**src/design/cfg_space_params.svh**
```systemverilog
// Constants for the configuration-space register bank: offsets, field positions, resets, timing.
// Assumes a 250 MHz core clock and a 25 MHz network reference sampled as a plain input.
`ifndef CFG_SPACE_PARAMS_SVH
`define CFG_SPACE_PARAMS_SVH
`define OFF_LOADED_IDS      8'h00
`define OFF_STATUS_COMMAND  8'h04
`define OFF_CLASS_REVISION  8'h08
`define OFF_LATENCY_CACHE   8'h0C
`define OFF_IO_BASE         8'h10
`define OFF_MEMORY_BASE     8'h14
`define OFF_CARD_INFO       8'h28
`define OFF_SUBSYSTEM_IDS   8'h2C
`define OFF_EXP_ROM_BASE    8'h30
`define OFF_CAP_POINTER     8'h34
`define OFF_INT_BUS_TIMING  8'h3C
`define OFF_DRIVER_SCRATCH  8'h40
`define OFF_PART_TAG        8'h80
`define OFF_PM_CAPS         8'hC0
`define OFF_PM_CTRL_STATUS  8'hC4
`define OFF_MODE_FIELD      8'hFC
`define MAC_ONLY_CODE       3'h4
`define CLASS_REV_VALUE     32'h02000011
`define CAP_PTR_VALUE       32'h000000C0
`define INT_PIN_VALUE       8'h01
`define PM_CAPS_VALUE       32'hFE800001
`define IO_BASE_MASK        32'hFFFFFF00
`define MEM_BASE_MASK       32'hFFFFFC00
`define ROM_BASE_MASK       32'hFFFC0001
`define SCRATCH_MASK        32'h000001FE
`define CMD_MASK            32'h00000147
`define PM_CSR_MASK         32'h00008103
`define WOL_BIT             18
`define WSS_BIT             17
`define REF_HZ              25000000
`define ACT_BLINK_HZ        10
`define COL_BLINK_HZ        20
`define ACT_HALF_COUNT      (`REF_HZ / (2 * `ACT_BLINK_HZ))
`define COL_HALF_COUNT      (`REF_HZ / (2 * `COL_BLINK_HZ))
`define WAKE_PULSE_NS       64
`define CLK_PERIOD_NS       4
`define WAKE_PULSE_CYCLES   ((`WAKE_PULSE_NS + `CLK_PERIOD_NS - 1) / `CLK_PERIOD_NS)
`endif

```
**src/design/cfg_space_pkg.sv**
```systemverilog
// Types shared by the configuration-space register bank.
// Assumes the parameter header is compiled alongside.
package cfg_space_pkg;
    typedef struct packed {
        logic        valid;
        logic        write;
        logic [7:0]  offset;
        logic [3:0]  byte_en;
        logic [31:0] wdata;
    } cfg_req_t;
    typedef struct packed {
        logic        rx_act;
        logic        tx_act;
        logic        link_good;
        logic        full_duplex;
        logic        collision;
        logic        speed_100;
        logic        speed_10;
    } phy_status_t;
    typedef struct packed {
        logic [15:0] device_id;
        logic [15:0] vendor_id;
        logic [15:0] subsys_id;
        logic [15:0] subsys_vendor_id;
        logic [7:0]  max_lat;
        logic [7:0]  min_gnt;
    } eeprom_ids_t;
    typedef enum logic [1:0] {
        LOAD_IDLE,
        LOAD_WAIT,
        LOAD_DONE
    } load_state_t;
endpackage
```
**src/design/cfg_space_bank.sv**
```systemverilog
// Configuration register bank with wake, clock-hold, request, parity and LED sideband logic.
// Assumes the PCI target decoder presents accesses already qualified by a frame and that an
// EEPROM reader delivers the loaded identifiers with a done strobe after reset release.
// Operation
// - wake enable asserts wake output on pattern
// - style bit picks level or pulse wake
// - even parity over data and byte enables
// - reassert clock hold when host releases it
// - clock hold disabled means never driven
// - claim configuration accesses only with select
// - assert bus request when mastering needed
// - mode field 100b selects MAC-only operation
// - activity LED blinks 10 Hz, steady link in 3-LED
// - duplex LED steady, collision blinks 20 Hz
// - low speed LED steady at 10 Mb/s in 4-LED, duplex in 3-LED
// - high speed LED steady at 100 Mb/s
// - hardware reset defaults, software reset ignored
// - byte, word, dword access by enables
// - reload identifiers from EEPROM after reset
// - loaded ids register read-only device/vendor
// - card info register read-only, ignores writes
// - scratch bits 1 to 8 read/write
// - part tag hard-wired, read-only
// - power capability at C0, control at C4
// - CSRs reachable through I/O and memory
// - sample bus signals on rising clock
`include "cfg_space_params.svh"
module cfg_space_bank
    import cfg_space_pkg::*;
#(
    parameter logic [31:0] PART_TAG  = 32'h5A5A0001, // Arbitrary identification value.
    parameter logic [31:0] CARD_INFO = 32'h00000000, // Card information pointer value.
    parameter int          ACT_HALF  = `ACT_HALF_COUNT,
    parameter int          COL_HALF  = `COL_HALF_COUNT
)(
    input  wire logic        clk,            // Core clock.
    input  wire logic        reset,          // Hardware reset, synchronous, high.
    input  wire logic        soft_reset,     // Software reset; no effect here.
    input  wire cfg_req_t    cfg_req,        // Configuration access request.
    input  wire logic        idsel,          // Configuration select pin.
    input  wire logic [31:0] rd_data_par_in, // Read data to protect with parity.
    input  wire logic [3:0]  cbe_par_in,     // Byte enables of the read phase.
    input  wire eeprom_ids_t ee_ids,         // Identifiers from the EEPROM reader.
    input  wire logic        ee_done,        // EEPROM load finished.
    input  wire logic        wake_pattern,   // Wake-up frame seen, pulse.
    input  wire logic        power_opt_wol,  // Wake enable bit of power options.
    input  wire logic        power_opt_wss,  // Wake style bit of power options.
    input  wire logic        clk_hold_en,    // Clock-hold function enabled.
    input  wire logic        clk_hold_in,    // Clock hold pin level, high when asserted.
    input  wire logic        master_need,    // Engine needs bus ownership.
    input  wire logic        csr_io_hit,     // CSR access decoded in I/O space.
    input  wire logic        csr_mem_hit,    // CSR access decoded in memory space.
    input  wire logic        ref_clk_25,     // 25 MHz network reference, sampled.
    input  wire phy_status_t phy_status,     // Link status from the PHY side.
    input  wire logic        four_led,       // High selects the 4-LED scheme.
    output logic             cfg_ack,        // Access claimed and completed, pulse.
    output logic [31:0]      cfg_rdata,      // Read data.
    output logic             par_out,        // Even parity for the read phase.
    output logic             wake_n_oe,      // Wake pin pulls low while high.
    output logic             clk_hold_out,   // Clock hold drive level.
    output logic             clk_hold_oe,    // Clock hold driven while high.
    output logic             bus_req_n,      // Bus request, active low.
    output logic             mac_only,       // External MII selected.
    output logic             csr_io_en,      // CSR I/O window enabled.
    output logic             csr_mem_en,     // CSR memory window enabled.
    output logic             led_act,        // Activity / link LED.
    output logic             led_speed_low,  // 10 Mb/s LED, or duplex in 3-LED.
    output logic             led_speed_high, // 100 Mb/s LED.
    output logic             led_duplex      // Duplex/collision LED, 4-LED scheme.
);
    typedef struct packed {
        logic [31:0] loaded_ids;
        logic [15:0] command;
        logic [15:0] latency_cache;
        logic [31:0] io_base;
        logic [31:0] mem_base;
        logic [31:0] subsys_ids;
        logic [31:0] rom_base;
        logic [7:0]  int_line;
        logic [15:0] lat_gnt;
        logic [31:0] scratch;
        logic [15:0] pm_csr;
        logic [2:0]  mode_field;
        load_state_t load;
        logic        ack;
        logic [31:0] rdata;
        logic        par;
        logic        wake;
        logic [4:0]  wake_cnt;
        logic        hold_drive;
        logic        req_n;
        logic [1:0]  ref_sync;
        logic        ref_prev;
        logic [21:0] act_div;
        logic [21:0] col_div;
        logic        act_ph;
        logic        col_ph;
        logic [1:0]  hold_sync;
        logic [1:0]  sel_sync;
        logic [6:0]  led;
        logic        mac_sel;
        logic        io_en;
        logic        mem_en;
    } state_t;

    state_t s_r;
    state_t s_nxt;

    // Merges write data into a register through byte enables and a writable mask.
    function automatic logic [31:0] merge(input logic [31:0] old, input logic [31:0] wd,
                                          input logic [3:0] be, input logic [31:0] mask);
        logic [31:0] lanes;
        lanes = {{8{be[3]}}, {8{be[2]}}, {8{be[1]}}, {8{be[0]}}};
        return (old & ~(lanes & mask)) | (wd & lanes & mask);
    endfunction

    logic        wr;
    logic        rd;
    logic [31:0] rv;
    logic        ref_rise;

    always_comb
    begin
        s_nxt = s_r;
        rv    = 32'h00000000;
        // The reference clock, clock hold and select pins pass two flops before anything reads them.
        s_nxt.ref_sync  = {s_r.ref_sync[0], ref_clk_25};
        s_nxt.hold_sync = {s_r.hold_sync[0], clk_hold_in};
        s_nxt.sel_sync  = {s_r.sel_sync[0], idsel};
        s_nxt.ref_prev  = s_r.ref_sync[1];
        ref_rise = s_r.ref_sync[1] & ~s_r.ref_prev;
        wr = cfg_req.valid & s_r.sel_sync[1] & cfg_req.write;
        rd = cfg_req.valid & s_r.sel_sync[1] & ~cfg_req.write;
        s_nxt.ack = wr | rd;

        // The identifiers arrive once after reset release; software reset does not restart it.
        case (s_r.load)
            LOAD_IDLE: s_nxt.load = LOAD_WAIT;
            LOAD_WAIT:
            begin
                if (ee_done)
                begin
                    s_nxt.loaded_ids = {ee_ids.device_id, ee_ids.vendor_id};
                    s_nxt.subsys_ids = {ee_ids.subsys_id, ee_ids.subsys_vendor_id};
                    s_nxt.lat_gnt    = {ee_ids.max_lat, ee_ids.min_gnt};
                    s_nxt.load       = LOAD_DONE;
                end
            end
            LOAD_DONE: s_nxt.load = LOAD_DONE;
            default:   s_nxt.load = LOAD_IDLE;
        endcase

        case (cfg_req.offset)
            `OFF_LOADED_IDS:     rv = s_r.loaded_ids;
            `OFF_STATUS_COMMAND: rv = {16'h0290, s_r.command};
            `OFF_CLASS_REVISION: rv = `CLASS_REV_VALUE;
            `OFF_LATENCY_CACHE:  rv = {16'h0000, s_r.latency_cache};
            `OFF_IO_BASE:        rv = s_r.io_base | 32'h00000001;
            `OFF_MEMORY_BASE:    rv = s_r.mem_base;
            `OFF_CARD_INFO:      rv = CARD_INFO;
            `OFF_SUBSYSTEM_IDS:  rv = s_r.subsys_ids;
            `OFF_EXP_ROM_BASE:   rv = s_r.rom_base;
            `OFF_CAP_POINTER:    rv = `CAP_PTR_VALUE;
            `OFF_INT_BUS_TIMING: rv = {s_r.lat_gnt, `INT_PIN_VALUE, s_r.int_line};
            `OFF_DRIVER_SCRATCH: rv = s_r.scratch;
            `OFF_PART_TAG:       rv = PART_TAG;
            `OFF_PM_CAPS:        rv = `PM_CAPS_VALUE;
            `OFF_PM_CTRL_STATUS: rv = {16'h0000, s_r.pm_csr};
            `OFF_MODE_FIELD:     rv = {29'h00000000, s_r.mode_field};
            default:             rv = 32'h00000000;
        endcase
        if (rd)
        begin
            s_nxt.rdata = rv;
        end

        if (wr)
        begin
            case (cfg_req.offset)
                `OFF_STATUS_COMMAND:
                    s_nxt.command = 16'(merge({16'h0000, s_r.command}, cfg_req.wdata,
                                              cfg_req.byte_en, `CMD_MASK));
                `OFF_LATENCY_CACHE:
                    s_nxt.latency_cache = 16'(merge({16'h0000, s_r.latency_cache},
                                                    cfg_req.wdata, cfg_req.byte_en,
                                                    32'h0000FFFF));
                `OFF_IO_BASE:
                    s_nxt.io_base = merge(s_r.io_base, cfg_req.wdata, cfg_req.byte_en,
                                          `IO_BASE_MASK);
                `OFF_MEMORY_BASE:
                    s_nxt.mem_base = merge(s_r.mem_base, cfg_req.wdata, cfg_req.byte_en,
                                           `MEM_BASE_MASK);
                `OFF_EXP_ROM_BASE:
                    s_nxt.rom_base = merge(s_r.rom_base, cfg_req.wdata, cfg_req.byte_en,
                                           `ROM_BASE_MASK);
                `OFF_INT_BUS_TIMING:
                    s_nxt.int_line = 8'(merge({24'h000000, s_r.int_line}, cfg_req.wdata,
                                              cfg_req.byte_en, 32'h000000FF));
                `OFF_DRIVER_SCRATCH:
                    s_nxt.scratch = merge(s_r.scratch, cfg_req.wdata, cfg_req.byte_en,
                                          `SCRATCH_MASK);
                `OFF_PM_CTRL_STATUS:
                    s_nxt.pm_csr = 16'(merge({16'h0000, s_r.pm_csr}, cfg_req.wdata,
                                             cfg_req.byte_en, `PM_CSR_MASK));
                `OFF_MODE_FIELD:
                    s_nxt.mode_field = 3'(merge({29'h00000000, s_r.mode_field},
                                                cfg_req.wdata, cfg_req.byte_en,
                                                32'h00000007));
                default: s_nxt.scratch = s_r.scratch;
            endcase
        end
        s_nxt.mac_sel = (s_nxt.mode_field == `MAC_ONLY_CODE);
        s_nxt.io_en   = s_nxt.command[0] & csr_io_hit;
        s_nxt.mem_en  = s_nxt.command[1] & csr_mem_hit;

        // Parity is computed over the data this device drives in a read phase.
        s_nxt.par = ^{rd_data_par_in, cbe_par_in};

        // Level style holds the pin low; the alternate style gives a fixed-width pulse.
        if (power_opt_wol & wake_pattern)
        begin
            s_nxt.wake     = 1'b1;
            s_nxt.wake_cnt = 5'(`WAKE_PULSE_CYCLES);
        end
        else if (!power_opt_wol)
        begin
            s_nxt.wake = 1'b0;
        end
        else if (!power_opt_wss && s_r.wake)
        begin
            if (s_r.wake_cnt <= 5'h01)
            begin
                s_nxt.wake = 1'b0;
            end
            s_nxt.wake_cnt = s_r.wake_cnt - 5'h01;
        end

        // Drive only when enabled and the host has let the line go.
        s_nxt.hold_drive = clk_hold_en & ~s_r.hold_sync[1];
        s_nxt.req_n = ~(master_need & s_r.command[2]);

        // Blink dividers advance only on reference edges, so rates follow the 25 MHz clock.
        if (ref_rise)
        begin
            if (s_r.act_div >= 22'(ACT_HALF - 1))
            begin
                s_nxt.act_div = 22'h000000;
                s_nxt.act_ph  = ~s_r.act_ph;
            end
            else
            begin
                s_nxt.act_div = s_r.act_div + 22'h000001;
            end
            if (s_r.col_div >= 22'(COL_HALF - 1))
            begin
                s_nxt.col_div = 22'h000000;
                s_nxt.col_ph  = ~s_r.col_ph;
            end
            else
            begin
                s_nxt.col_div = s_r.col_div + 22'h000001;
            end
        end
        // led bits: 0 act, 1 low, 2 high, 3 duplex.
        if ((phy_status.rx_act | phy_status.tx_act) & ~phy_status.collision)
            s_nxt.led[0] = s_r.act_ph;
        else
            s_nxt.led[0] = ~four_led & phy_status.link_good;
        s_nxt.led[3] = phy_status.full_duplex | (phy_status.collision & s_r.col_ph);
        s_nxt.led[1] = four_led ? phy_status.speed_10 : s_nxt.led[3];
        s_nxt.led[2] = phy_status.speed_100;
        if (!four_led)
        begin
            s_nxt.led[3] = 1'b0;
        end
        s_nxt.led[6:4] = 3'h0;
    end

    always_ff @(posedge clk)
    begin
        if (reset)
        begin
            s_r <= '0;
            s_r.req_n <= 1'b1;
        end
        else
        begin
            s_r <= s_nxt;
        end
    end

    assign cfg_ack        = s_r.ack;
    assign cfg_rdata      = s_r.rdata;
    assign par_out        = s_r.par;
    assign wake_n_oe      = s_r.wake;
    assign clk_hold_out   = 1'b0;
    assign clk_hold_oe    = s_r.hold_drive;
    assign bus_req_n      = s_r.req_n;
    assign mac_only       = s_r.mac_sel;
    assign csr_io_en      = s_r.io_en;
    assign csr_mem_en     = s_r.mem_en;
    assign led_act        = s_r.led[0];
    assign led_speed_low  = s_r.led[1];
    assign led_speed_high = s_r.led[2];
    assign led_duplex     = s_r.led[3];
endmodule

```
**config.mk**
```make
export PLATFORM = sky130hd
export DESIGN_NAME = cfg_space_bank
export DESIGN_NICKNAME = d
export VERILOG_FILES = /design/src/design/cfg_space_pkg.sv /design/src/design/cfg_space_bank.sv
export VERILOG_INCLUDE_DIRS = /design/src /design/src/design
export SDC_FILE = /design/constraint.sdc
export NUM_CORES = 1
export LEC_CHECK = 0
export ABC_AREA = 1
export BUFFER_PORTS_ARGS = -buffer_cell sky130_fd_sc_hd__buf_2
export CAP_MARGIN = 30
export CORE_MARGIN = 4
export CORE_UTILIZATION = 52
export DETAILED_ROUTE_END_ITERATION = 10
export PLACE_DENSITY_LB_ADDON = 0.1
export REMOVE_ABC_BUFFERS = 1
export SLEW_MARGIN = 20
export SYNTH_ARGS = -nofsm -noshare
export SYNTH_HDL_FRONTEND = slang
export SYNTH_SLANG_ARGS = --single-unit
```
**constraint.sdc**
```tcl
create_clock -name clk -period 1.6 [get_ports clk]
set_input_delay 0.24 -clock clk [delete_from_list [all_inputs] [get_ports clk]]
set_output_delay 0.24 -clock clk [all_outputs]
set_load 0.02 [all_outputs]
```
---- After elaboration in Yosys (flattened, before gate mapping) ----
Cells that the tools add are included.
storage, ports and cells
  word-level logic and storage cells ...... 154
  input port bits ......................... 184
  output and inout port bits .............. 45
  flip-flop bits (word level) ............. 371
cells by class
  reductions and logical operators ........ 23
  mux-type cells .......................... 19
  eq/ne operators ......................... 20
  order comparisons ....................... 3
  add/subtract/negate cells ............... 3
  bitwise gates (word level) .............. 51
operators by type and width
  kind                                                                 number
  case mux 32 bit (15 select lines)                                    1
  bitwise AND 32 bit                                                   5
  inverter 32 bit                                                      3
  OR 32 bit                                                            3
  two-way mux 82 bit                                                   1
  two-way mux 32 bit                                                   2
  bitwise AND 16 bit                                                   3
  adder 22 x 1 -> 22 bit, second input constant                        2
  two-way mux 22 bit                                                   2
  XOR reduction 36 bit                                                 1
  equality test 8 x 6 -> 1 bit, second input constant                  4
  equality test 8 bit, second input constant                           4
  inverter 16 bit                                                      2
  inverter 9 -> 32 bit                                                 1
  OR 16 bit                                                            2
  OR 32 x 9 -> 32 bit                                                  1
  AND reduction 2 bit                                                  14
  greater-or-equal comparator 22 x 20 -> 1 bit, second input constant  1
  greater-or-equal comparator 22 x 21 -> 1 bit, second input constant  1
  equality test 8 x 4 -> 1 bit, second input constant                  2
  equality test 8 x 5 -> 1 bit, second input constant                  2
  two-way mux 16 bit                                                   1
  inverter 9 -> 16 bit                                                 1
  OR 16 x 9 -> 16 bit                                                  1
  other kinds (30)                                                     59

---- Logic depth before layout (Yosys ltp) ----
Gate-level depths: netlist of run 1.
  depth after elaboration ................. 6
  gate-level depth with buffers ........... 14
  gate-level depth less buffers ........... 14

---- Least setup slack after synthesis of run 1 ----
OpenSTA, ideal clock, no wires.
  path type ............................... reg2reg
  from .................................... register s_r[16] (netlist name)
  to ...................................... register s_r[34] (netlist name)
  library setup time ...................... 114 ps
  data arrival time ....................... 1,387 ps
  path slack .............................. 99 ps
  clock period less this slack ............ 1,501 ps
  stages on the path, launching flop included .. 9
  data required time ...................... 1,486 ps
  path buffers ............................ 0
  cells stage by stage .................... dfxtp_1 > ha_1 > nand3_1 > nor3_2 > nand3_1 > nor2_2 > nand3_1 > xor2_1 > nor2_1
on the way
  word-level cells in the longest chain between the ends .. 2
  elaborated cells on any way between the ends .. 3
  those cells by class .................... add/sub (1); order compare (1); mux (1)
ends and longest elaborated chain
  element                                                                                        line                                          RTL
  from (decl)                                                                                    cfg_space_bank.sv:106                         state_t s_r;
  from (signal assigned)                                                                         cfg_space_bank.sv:288                         s_r <= s_nxt;
  adder 22 x 1 -> 22 bit / greater-or-equal comparator 22 x 20 -> 1 bit (equally long branches)  cfg_space_bank.sv:261, cfg_space_bank.sv:254
  two-way mux 22 bit *                                                                           cfg_space_bank.sv:254                         if (s_r.col_div >= 22'(COL_HALF - 1))
Every way passes the cells marked *; elsewhere a longest branch is shown, timed or not.
A chain may end at the register's enable or synchronous reset.

---- Final worst setup path of run 1 ----
  from .................................... register s_r, in the netlist s_nxt[60]
  to ...................................... register s_r[58] (netlist name)
on the way
  word-level cells in the longest chain between the ends .. 1
ends and longest elaborated chain
  element            line                   RTL
  bitwise AND 1 bit  cfg_space_bank.sv:131  ref_rise = s_r.ref_sync[1] & ~s_r.ref_prev;
No other way between the ends.

==> results summary, run 1 <==
The flow ran to the end, but the final reports show violations. The final reports fail on negative hold slack, negative setup slack. Setup repair after global routing could not meet its margin everywhere. After synthesis the cells add up to 0.0133 mm². Synthesis handed over a netlist of 1,922 instances. The share of total power dissipated in combinational logic is 0.137. For this configuration, the core starts out at a cell density of 0.529. The most used flip-flop cell after synthesis is sky130_fd_sc_hd__dfxtp_1. Of the post-synthesis cell area, the dominant cell type holds 0.435.

The cell at the root of the clock tree is sky130_fd_sc_hd__clkbuf_16. The number of maximum-capacitance violations is 0. The count of warnings emitted by yosys is 0.

By startpoint and endpoint, the worst setup path is classified as reg2reg. The multi-input combinational cells in the finished layout cover a total of 0.00626 mm². Summed over all nets, the half-perimeter wirelength after detailed placement is 26,200 µm. TritonCTS built the clock tree.

The number of placed I/O pins came out at 229. The part of the Yosys area used for sequential elements came out at 0.435. For the final routed database, the setup TNS stands at -99.6 ps. The total power per unit cell area is 942 mW/mm².

The minimum setup slack in the final design is -43.5 ps. The peak per-stage delay on the critical path came out at 320 ps. After synthesis, the most frequently instantiated cells are 410 x sky130_fd_sc_hd__nand2_1, 289 x sky130_fd_sc_hd__dfxtp_1, 250 x sky130_fd_sc_hd__inv_1. sky130_fd_sc_hd__nand2_1 is the most common cell in the netlist. The number of distinct library cells after synthesis came out at 45. The count of pins over their slew limit is 0. The worst setup path is captured at a flip-flop. The critical path contains buffers and inverters numbering 3 combined.

The relative contribution of the clock network to total power is 0.398. In the final routed layout, each cell accounts on average for 14.7 µm. The row count came out at 58. Of the available clock period, the critical path in the final layout requires 1.03. The worst-case clock buffer depth is 3. Clock skew on the completed layout was measured at 30.5 ps.

The area growth from synthesis to final layout is 35.1%. The number of nets in the layout is 2,520. The later pin in the worst-skew pair is clocked with a latency of 580 ps. The startpoint class of the critical path is a flip-flop. The floorplan die width is 168 µm. The largest driver fanout on the critical path came out at 7. Summed over all nets, the switching power comes to 0.00444 W. The filler cells instantiated in the layout total 2,012. The reg2reg setup slack is -40 ps.

The die footprint is 0.0282 mm². In this run the number of H-tree levels came out at 1. The total power is 0.0170 W. The clock drives 289 sinks. After the first detailed-routing iteration, the DRC count stood at 821. The first-pass GRT wire length came out at 63,000 µm.

The cell with the biggest individual delay on the critical path is sky130_fd_sc_hd__dfxtp_2. Synthesis inferred 289 register bits. The total leakage power came out at 7.76 nW.

The number of antenna violations at the first check in global routing is 4. The routed wire length came out at 39,300 µm. On the final layout, the worst hold slack is -3.00 ps.

Across the VDD grid, the largest voltage drop is 0.000755 V. The clock period minus final worst setup slack came out at 1640 ps. Routability-driven placement finished with a final weighted congestion of 0.884. In the final layout, the share of cells above drive strength 1 is 0.219. Ranked by total cell area, the synthesized netlist is headed by sky130_fd_sc_hd__dfxtp_1 43%, sky130_fd_sc_hd__nand2_1 12%, sky130_fd_sc_hd__o21ai_0 8.2%. Among the stages of the critical path, the cell type that occurs most often is sky130_fd_sc_hd__nor2_1. The number of global-route vias before repair is 13,200. The peak clock frequency supported by timing is 0.608 GHz. sky130_fd_sc_hd__dfxtp_1 takes more of the synthesized area than any other cell. The share of total power dissipated in sequential elements is 0.465. Data on the critical path is required at its endpoint by 2040 ps. The total routing usage reported by global routing is 0.264.

The ratio of routed vias to standard cells is 5.11. After synthesis, the mean cell area works out to 6.93 µm². The signal on the critical path passes through inv_2, nor2_4, buf_4, inv_1, nor2_1, nand4_1, nand3b_1, xor2_1, nor2_1. The post-route antenna net violation count came out at 0. The type of the worst min-delay path is in2reg.

In this run, synthesis inferred 0 flip-flops with an integrated enable. Among cell families on the critical path, the largest total delay comes from simple AND/OR/NAND/NOR gates. The area taken by flip-flops and latches came out at 0.00580 mm². The count of final hold-check violations came out at 1. The clock transition at the registers of the reported paths is 60 ps. The number of setup violations in the final report is 4. After global routing the overflow that remains totals 0.

The switching part of the total is 0.262. The internal power contribution came out at 0.0125 W. The area of the core region came out at 0.0252 mm². The maximum number of pins on one net before global-route repair is 67. The chip height is 168 µm. The DRC violation count after routing came out at 0.

In the synthesized netlist the async set-or-reset flop fraction comes to 0. The signal arrival time at the worst endpoint came out at 2090 ps. The TritonCTS buffer count came out at 30. The number of vias after detailed routing is 13,700. The port buffer count is 226.

The total iterations of the first detailed-routing run came out at 5.
-- power groups by stage --
stage | clock (W) | combinational [W] | sequential, W
after floorplan | 0 | 0.00121 | 0.00800
after global placement | 0 | 0.00196 | 0.00801
after detailed placement | 0 | 0.00202 | 0.00802
after CTS | 0.00685 | 0.00226 | 0.00787
after global routing | 0.00717 | 0.00262 | 0.00792
final | 0.00675 | 0.00233 | 0.00788
-- routing by layer --
metal  vias up  global-route usage  share of wire
li1       6984                   -              -
met1      6279               0.326           0.42
met2       390               0.479           0.50
met3        72              0.0404          0.056
met4         4              0.0723          0.023
met5         -                   0        0.00069
-- stage by stage --
| step | worst slack, ps | cell area [µm²] | utilization | hold slack [ps] | cells |
|---|---|---|---|---|---|
| 2_1_floorplan | -2000 | 12700 | - | 309 | 1815 |
| 6_report | -43.5 | 18000 | 0.714 | -3.00 | 2685 |
| 3_5_place_dp | -151 | 15400 | 0.610 | 381 | 2494 |
| 3_3_place_gp | -164 | 15400 | 0.610 | 370 | 2494 |
| 4_1_cts | -30.1 | 17600 | 0.699 | 0.636 | 2673 |
| 5_1_grt | -150 | 18000 | 0.714 | 1.59 | 2685 |
-- path summary, 6_finish.rpt --
check                   start     endpoint  depth (start not counted)
hold reg to reg       s_r[13]  clk_hold_oe                          1
setup / recovery    s_nxt[60]      s_r[58]                          9
hold / removal    cfg_req[45]      cfg_ack                          3
setup reg to reg    s_nxt[60]      s_r[58]                          9
-- kinds of logic (layout without fill, tap and decap cells) --
family | Yosys count | count (layout) | share of synthesized area
xor+xnor | 21 | 21 | 0.0138
buf+inv | 372 | 803 | 0.118
fa+ha+maj | 6 | 6 | 0.00564
flops | 289 | 289 | 0.435
other cells | 1 | 3 | 0.000282
simple gates | 752 | 752 | 0.238
compound gates | 480 | 480 | 0.189
mux | 1 | 1 | 0.000752
-- what timing repair did --
item | 4_1_cts | 5_1_grt
gates cloned | 0 | 1
hold buffers | 118 | 0
resized for setup | 14 | 76
endpoints found under the setup margin | 13 | 60
buffers inserted | 6 | 10
pin swaps | 4 | 24
endpoints found under the hold margin | 166 | 0
-- layout make-up --
cell class,instances,share of cell area
inverters,265,0.0554
clock inverters,10,0.00494
diodes,2,0.000278
repair buffers,483,0.197
well taps,330,0.0230
flip-flops and latches,289,0.322
clock buffers,45,0.0493
multi-input cells,1261,0.348
-- cell usage in the layout, fill, tap and decap left out, types with 9 or more instances in the layout --
master	Yosys	routed
sky130_fd_sc_hd__nand2_2	3	15
sky130_fd_sc_hd__o22ai_1	36	35
sky130_fd_sc_hd__nand2_1	410	394
sky130_fd_sc_hd__buf_4	34	120
sky130_fd_sc_hd__dfxtp_1	289	281
sky130_fd_sc_hd__buf_2	20	226
sky130_fd_sc_hd__nor2_4	5	14
sky130_fd_sc_hd__inv_1	250	248
sky130_fd_sc_hd__inv_2	13	14
sky130_fd_sc_hd__dlygate4sd3_1	0	118
sky130_fd_sc_hd__buf_12	0	11
sky130_fd_sc_hd__nor2_1	203	191
sky130_fd_sc_hd__xor2_1	14	14
sky130_fd_sc_hd__nand3_1	48	43
sky130_fd_sc_hd__nor3_1	35	24
sky130_fd_sc_hd__a211oi_1	9	9
sky130_fd_sc_hd__a21oi_1	198	197
sky130_fd_sc_hd__o21ai_0	217	213
sky130_fd_sc_hd__clkbuf_16	0	31
sky130_fd_sc_hd__nor3_2	4	12
sky130_fd_sc_hd__o211ai_1	9	9
-- worst reg2reg max path: cells and delay by family, from the launching register on --
kind / cells / cell delay (ps)
and+or+nand+nor: 5 / 750
DFF: 1 / 320
buffers and inverters: 3 / 300
xor gates and xnor gates: 1 / 160
(Power assumes the default switching activity.)
==> run 2, diff against run 1 <==
--- a/config.mk
+++ b/config.mk
@@ -6,7 +6,6 @@
 export SDC_FILE = /design/constraint.sdc
 export NUM_CORES = 1
 export LEC_CHECK = 0
-export ABC_AREA = 1
 export BUFFER_PORTS_ARGS = -buffer_cell sky130_fd_sc_hd__buf_2
 export CAP_MARGIN = 30
 export CORE_MARGIN = 4
==> results summary, run 2 <==
The run finished, with violations left. The checks that failed: negative setup slack. The worst-case hold slack is 25.9 ps. The area share of the largest cell type after synthesis came out at 0.455. CTS placed an instance of sky130_fd_sc_hd__clkbuf_16 at the clock tree root.

The initial core utilization is 0.535. Dividing the detail-routed wire length by the instance count gives 17.4 µm. In this run the static leakage power is 6.93 nW. The peak clock frequency supported by timing came out at 0.564 GHz.

The clock passes through at most 3 buffers. The total routing usage reported by global routing came out at 0.283. Yosys printed 0 warnings. Summed over all nets, the half-perimeter wirelength after detailed placement is 26,200 µm. In this run, synthesis produced a sequential element count of 289. The data required time of the critical path came out at 2040 ps. The count of pins over their slew limit is 0. The worst setup path is launched from a flip-flop.

The internal portion of the total power is 0.0130 W. The number of setup violations in the final report came out at 24. In the final design database the tool counted 2,096 nets. The smallest clock period supported by the final layout is computed as 1770 ps. After synthesis, the share of flip-flops with an asynchronous set or reset is 0. The final setup TNS is -3080 ps. The number of maximum-capacitance violations is 0.

The commonest cells after synthesis are 289 x sky130_fd_sc_hd__dfxtp_1, 221 x sky130_fd_sc_hd__nand2_1, 213 x sky130_fd_sc_hd__nor2_1. The global placement routability congestion is 0.899. Of the total power, the clock network draws 0.418. Using the TritonRoute via totals, the vias-per-cell ratio works out to 5.45. STA puts the critical path data arrival time at 2210 ps. The TritonCTS buffer count came out at 30. The number of vias after detailed routing came out at 12,300.

After detailed routing, the total wire length is 39,100 µm. The port buffer count is 226. Counting the fill cells in the layout gives 1,715.

Clock-pin slew was measured on the worst setup and hold paths at 60 ps. Averaged over all synthesized cells, the footprint is 8.64 µm². The number of enable-type register cells in the synthesized netlist came out at 0.

In this run, placement finished with an instance count of 2,065. In this run the horizontal extent of the chip is 164 µm. The library cell used most frequently in the layout, excluding fill and tap cells, is sky130_fd_sc_hd__dfxtp_1. The first-pass GRT wire length came out at 62,300 µm.

The area growth from synthesis to final layout is 39.7%. Of the cells placed in the final design, the portion with a size suffix greater than 1 is 0.283. The total power per unit cell area is 977 mW/mm². The post-route clock skew is 17.4 ps. Leaving out fill and tap cells, the most frequent cells in the layout are 279 x sky130_fd_sc_hd__dfxtp_1, 225 x sky130_fd_sc_hd__buf_2, 217 x sky130_fd_sc_hd__nand2_1, 193 x sky130_fd_sc_hd__nor2_1, 150 x sky130_fd_sc_hd__buf_4. The number of global-route vias before repair came out at 12,400. The first TritonRoute pass finished after 6 iterations. The DRC violation count after routing is 0. The count of cells in the finished layout, fillers not included, comes to 2,250.

The die footprint came out at 0.0270 mm². The sequential power share came out at 0.445. The routed length on met3 is 2310 µm. The number of distinct library cells after synthesis is 70. The worst setup path is captured at a flip-flop. The number of placed I/O pins came out at 229. The largest driver fanout on the critical path came out at 6. The count of final hold-check violations is 0. The cell area that synthesis handed to floorplanning was 0.0127 mm². The minimum setup slack in the final design is -173 ps. CTS built an H-tree with a depth of 1. Setup repair after global routing could not meet its margin everywhere. Measured along the y axis, the die boundary spans 164 µm.

The number of antenna violations at the first check in global routing is 3. The area of the core region came out at 0.0238 mm². The min-delay analysis places its worst path in the category in2reg. The highest layer touched by signal routing is met5. The detailed-routed wire length on met2 is 19,400 µm. The tree built by TritonCTS fans out to 289 sinks. The largest vdd supply drop is 0.000879 V. The residual overflow from global routing came out at 0. Of the total power, combinational logic draws 0.137. The post-route antenna net violation count came out at 0. After floorplanning, the core was divided into 56 placement rows. The most used flip-flop cell after synthesis is sky130_fd_sc_hd__dfxtp_1. By area the synthesized netlist is led by sky130_fd_sc_hd__dfxtp_1 46%, sky130_fd_sc_hd__mux2i_1 7.4%, sky130_fd_sc_hd__nand2_1 6.5%. Of the total power, the share spent switching nets is 0.253. The maximum number of pins on one net before global-route repair is 50. Among all cell types in the netlist, the one instantiated most often is sky130_fd_sc_hd__dfxtp_1. The library cell occupying the most area in the post-synthesis netlist is sky130_fd_sc_hd__dfxtp_1. The number of DRC violations after detailed-routing iteration 0 came out at 954. The detailed router put a total of 16,200 µm of wire on met1. In the synthesized netlist, the number of instances is 1,470. The portion of the clock cycle consumed by the worst path in the final layout came out at 1.11. The clock insertion delay at the later pin of the skew report is 560 ps. The switching component of the power came out at 0.00439 W. The part of the Yosys area used for sequential elements came out at 0.455. TritonCTS built the clock tree. The critical path class is reg2reg.
-- run 2: changes by cell type after synthesis, sizes merged, moves of 24 or more --
cell / previous run / this run
inv: 263 / 9
nand2: 413 / 223
o21ai: 221 / 32
mux2i: 1 / 94
a21oi: 198 / 136
xnor2: 7 / 52
o22ai: 36 / 8
nand3: 53 / 26
a22oi: 0 / 24
-- run 2: logic make-up (layout without fill, tap and decap cells) --
group | Yosys count | count (layout) | synth area share
and+or+nand+nor | 578 | 578 | 0.208
DFF | 289 | 289 | 0.455
AOI/OAI and AO/OA | 287 | 287 | 0.145
buffers and inverters | 132 | 591 | 0.0531
muxes | 98 | 98 | 0.0776
xor gates and xnor gates | 79 | 79 | 0.0555
adders and majority gates | 6 | 6 | 0.00591
other | 1 | 3 | 0.000295
-- run 2: metal layers --
metal / vias up / global-route usage
met5: - / 0
met4: 4 / 0.0888
met3: 91 / 0.0442
met2: 408 / 0.496
met1: 5850 / 0.357
li1: 5918 / -
-- run 2: final cells by class --
class	instances	area, µm²	share of cell area
Multi-Input combinational cell	1049	6520	0.367
Clock buffer	43	891	0.0502
Timing Repair Buffer	527	3970	0.223
Inverter	9	33.8	0.00190
Sequential cell	289	5800	0.327
Antenna cell	2	5.00	0.000282
Tap cell	319	399	0.0225
Clock inverter	12	141	0.00796
-- run 2: final timing paths --
| kind | depth (start not counted) | end | startpoint | slack, ps |
|---|---|---|---|---|
| max | 7 | s_r[58] | s_r[39] | -170 |
| min | 3 | flip-flop | cfg_req[2] | 30 |
| max reg2reg | 7 | s_r[58] | s_r[39] | -170 |
| min reg2reg | 1 | clk_hold_oe | s_r[13] | 390 |
-- run 2: worst max-delay path, stage by stage (launching register included) --
cell and delay, ps:
sky130_fd_sc_hd__dfxtp_1 340, sky130_fd_sc_hd__ha_2 200, sky130_fd_sc_hd__nand3_1 160, sky130_fd_sc_hd__nor4_2 310, sky130_fd_sc_hd__and3_2 310, sky130_fd_sc_hd__nand3_1 110
sky130_fd_sc_hd__xor2_1 180, sky130_fd_sc_hd__nor2_2 50
-- run 2: power groups by stage --
| stage | logic (W) | clock network, W | registers, W |
|---|---|---|---|
| after detailed placement | 0.00206 | 0 | 0.00787 |
| after floorplan | 0.00103 | 0 | 0.00785 |
| final | 0.00237 | 0.00725 | 0.00772 |
| after global routing | 0.00259 | 0.00765 | 0.00775 |
| after global placement | 0.00200 | 0 | 0.00786 |
| after CTS | 0.00232 | 0.00733 | 0.00772 |
-- run 2: timing repair --
| item | CTS | global route |
|---|---|---|
| hold buffers | 125 | 0 |
| resized for setup | 35 | 46 |
| cloned | 0 | 0 |
| buffers inserted | 2 | 1 |
| hold endpoints to repair | 177 | 0 |
| setup endpoints to repair | 71 | 98 |
| pin swaps | 15 | 4 |
-- run 2: per-stage QoR --
| step | setup slack (ps) | area, µm² | utilization | power, W |
|---|---|---|---|---|
| after floorplan | -1520 | 12100 | - | 0.00888 |
| after global placement | -394 | 15200 | 0.638 | 0.00987 |
| after detailed placement | -366 | 15200 | 0.638 | 0.00993 |
| after CTS | -236 | 17600 | 0.740 | 0.0174 |
| after global routing | -292 | 17800 | 0.747 | 0.0180 |
| final | -173 | 17800 | 0.747 | 0.0173 |
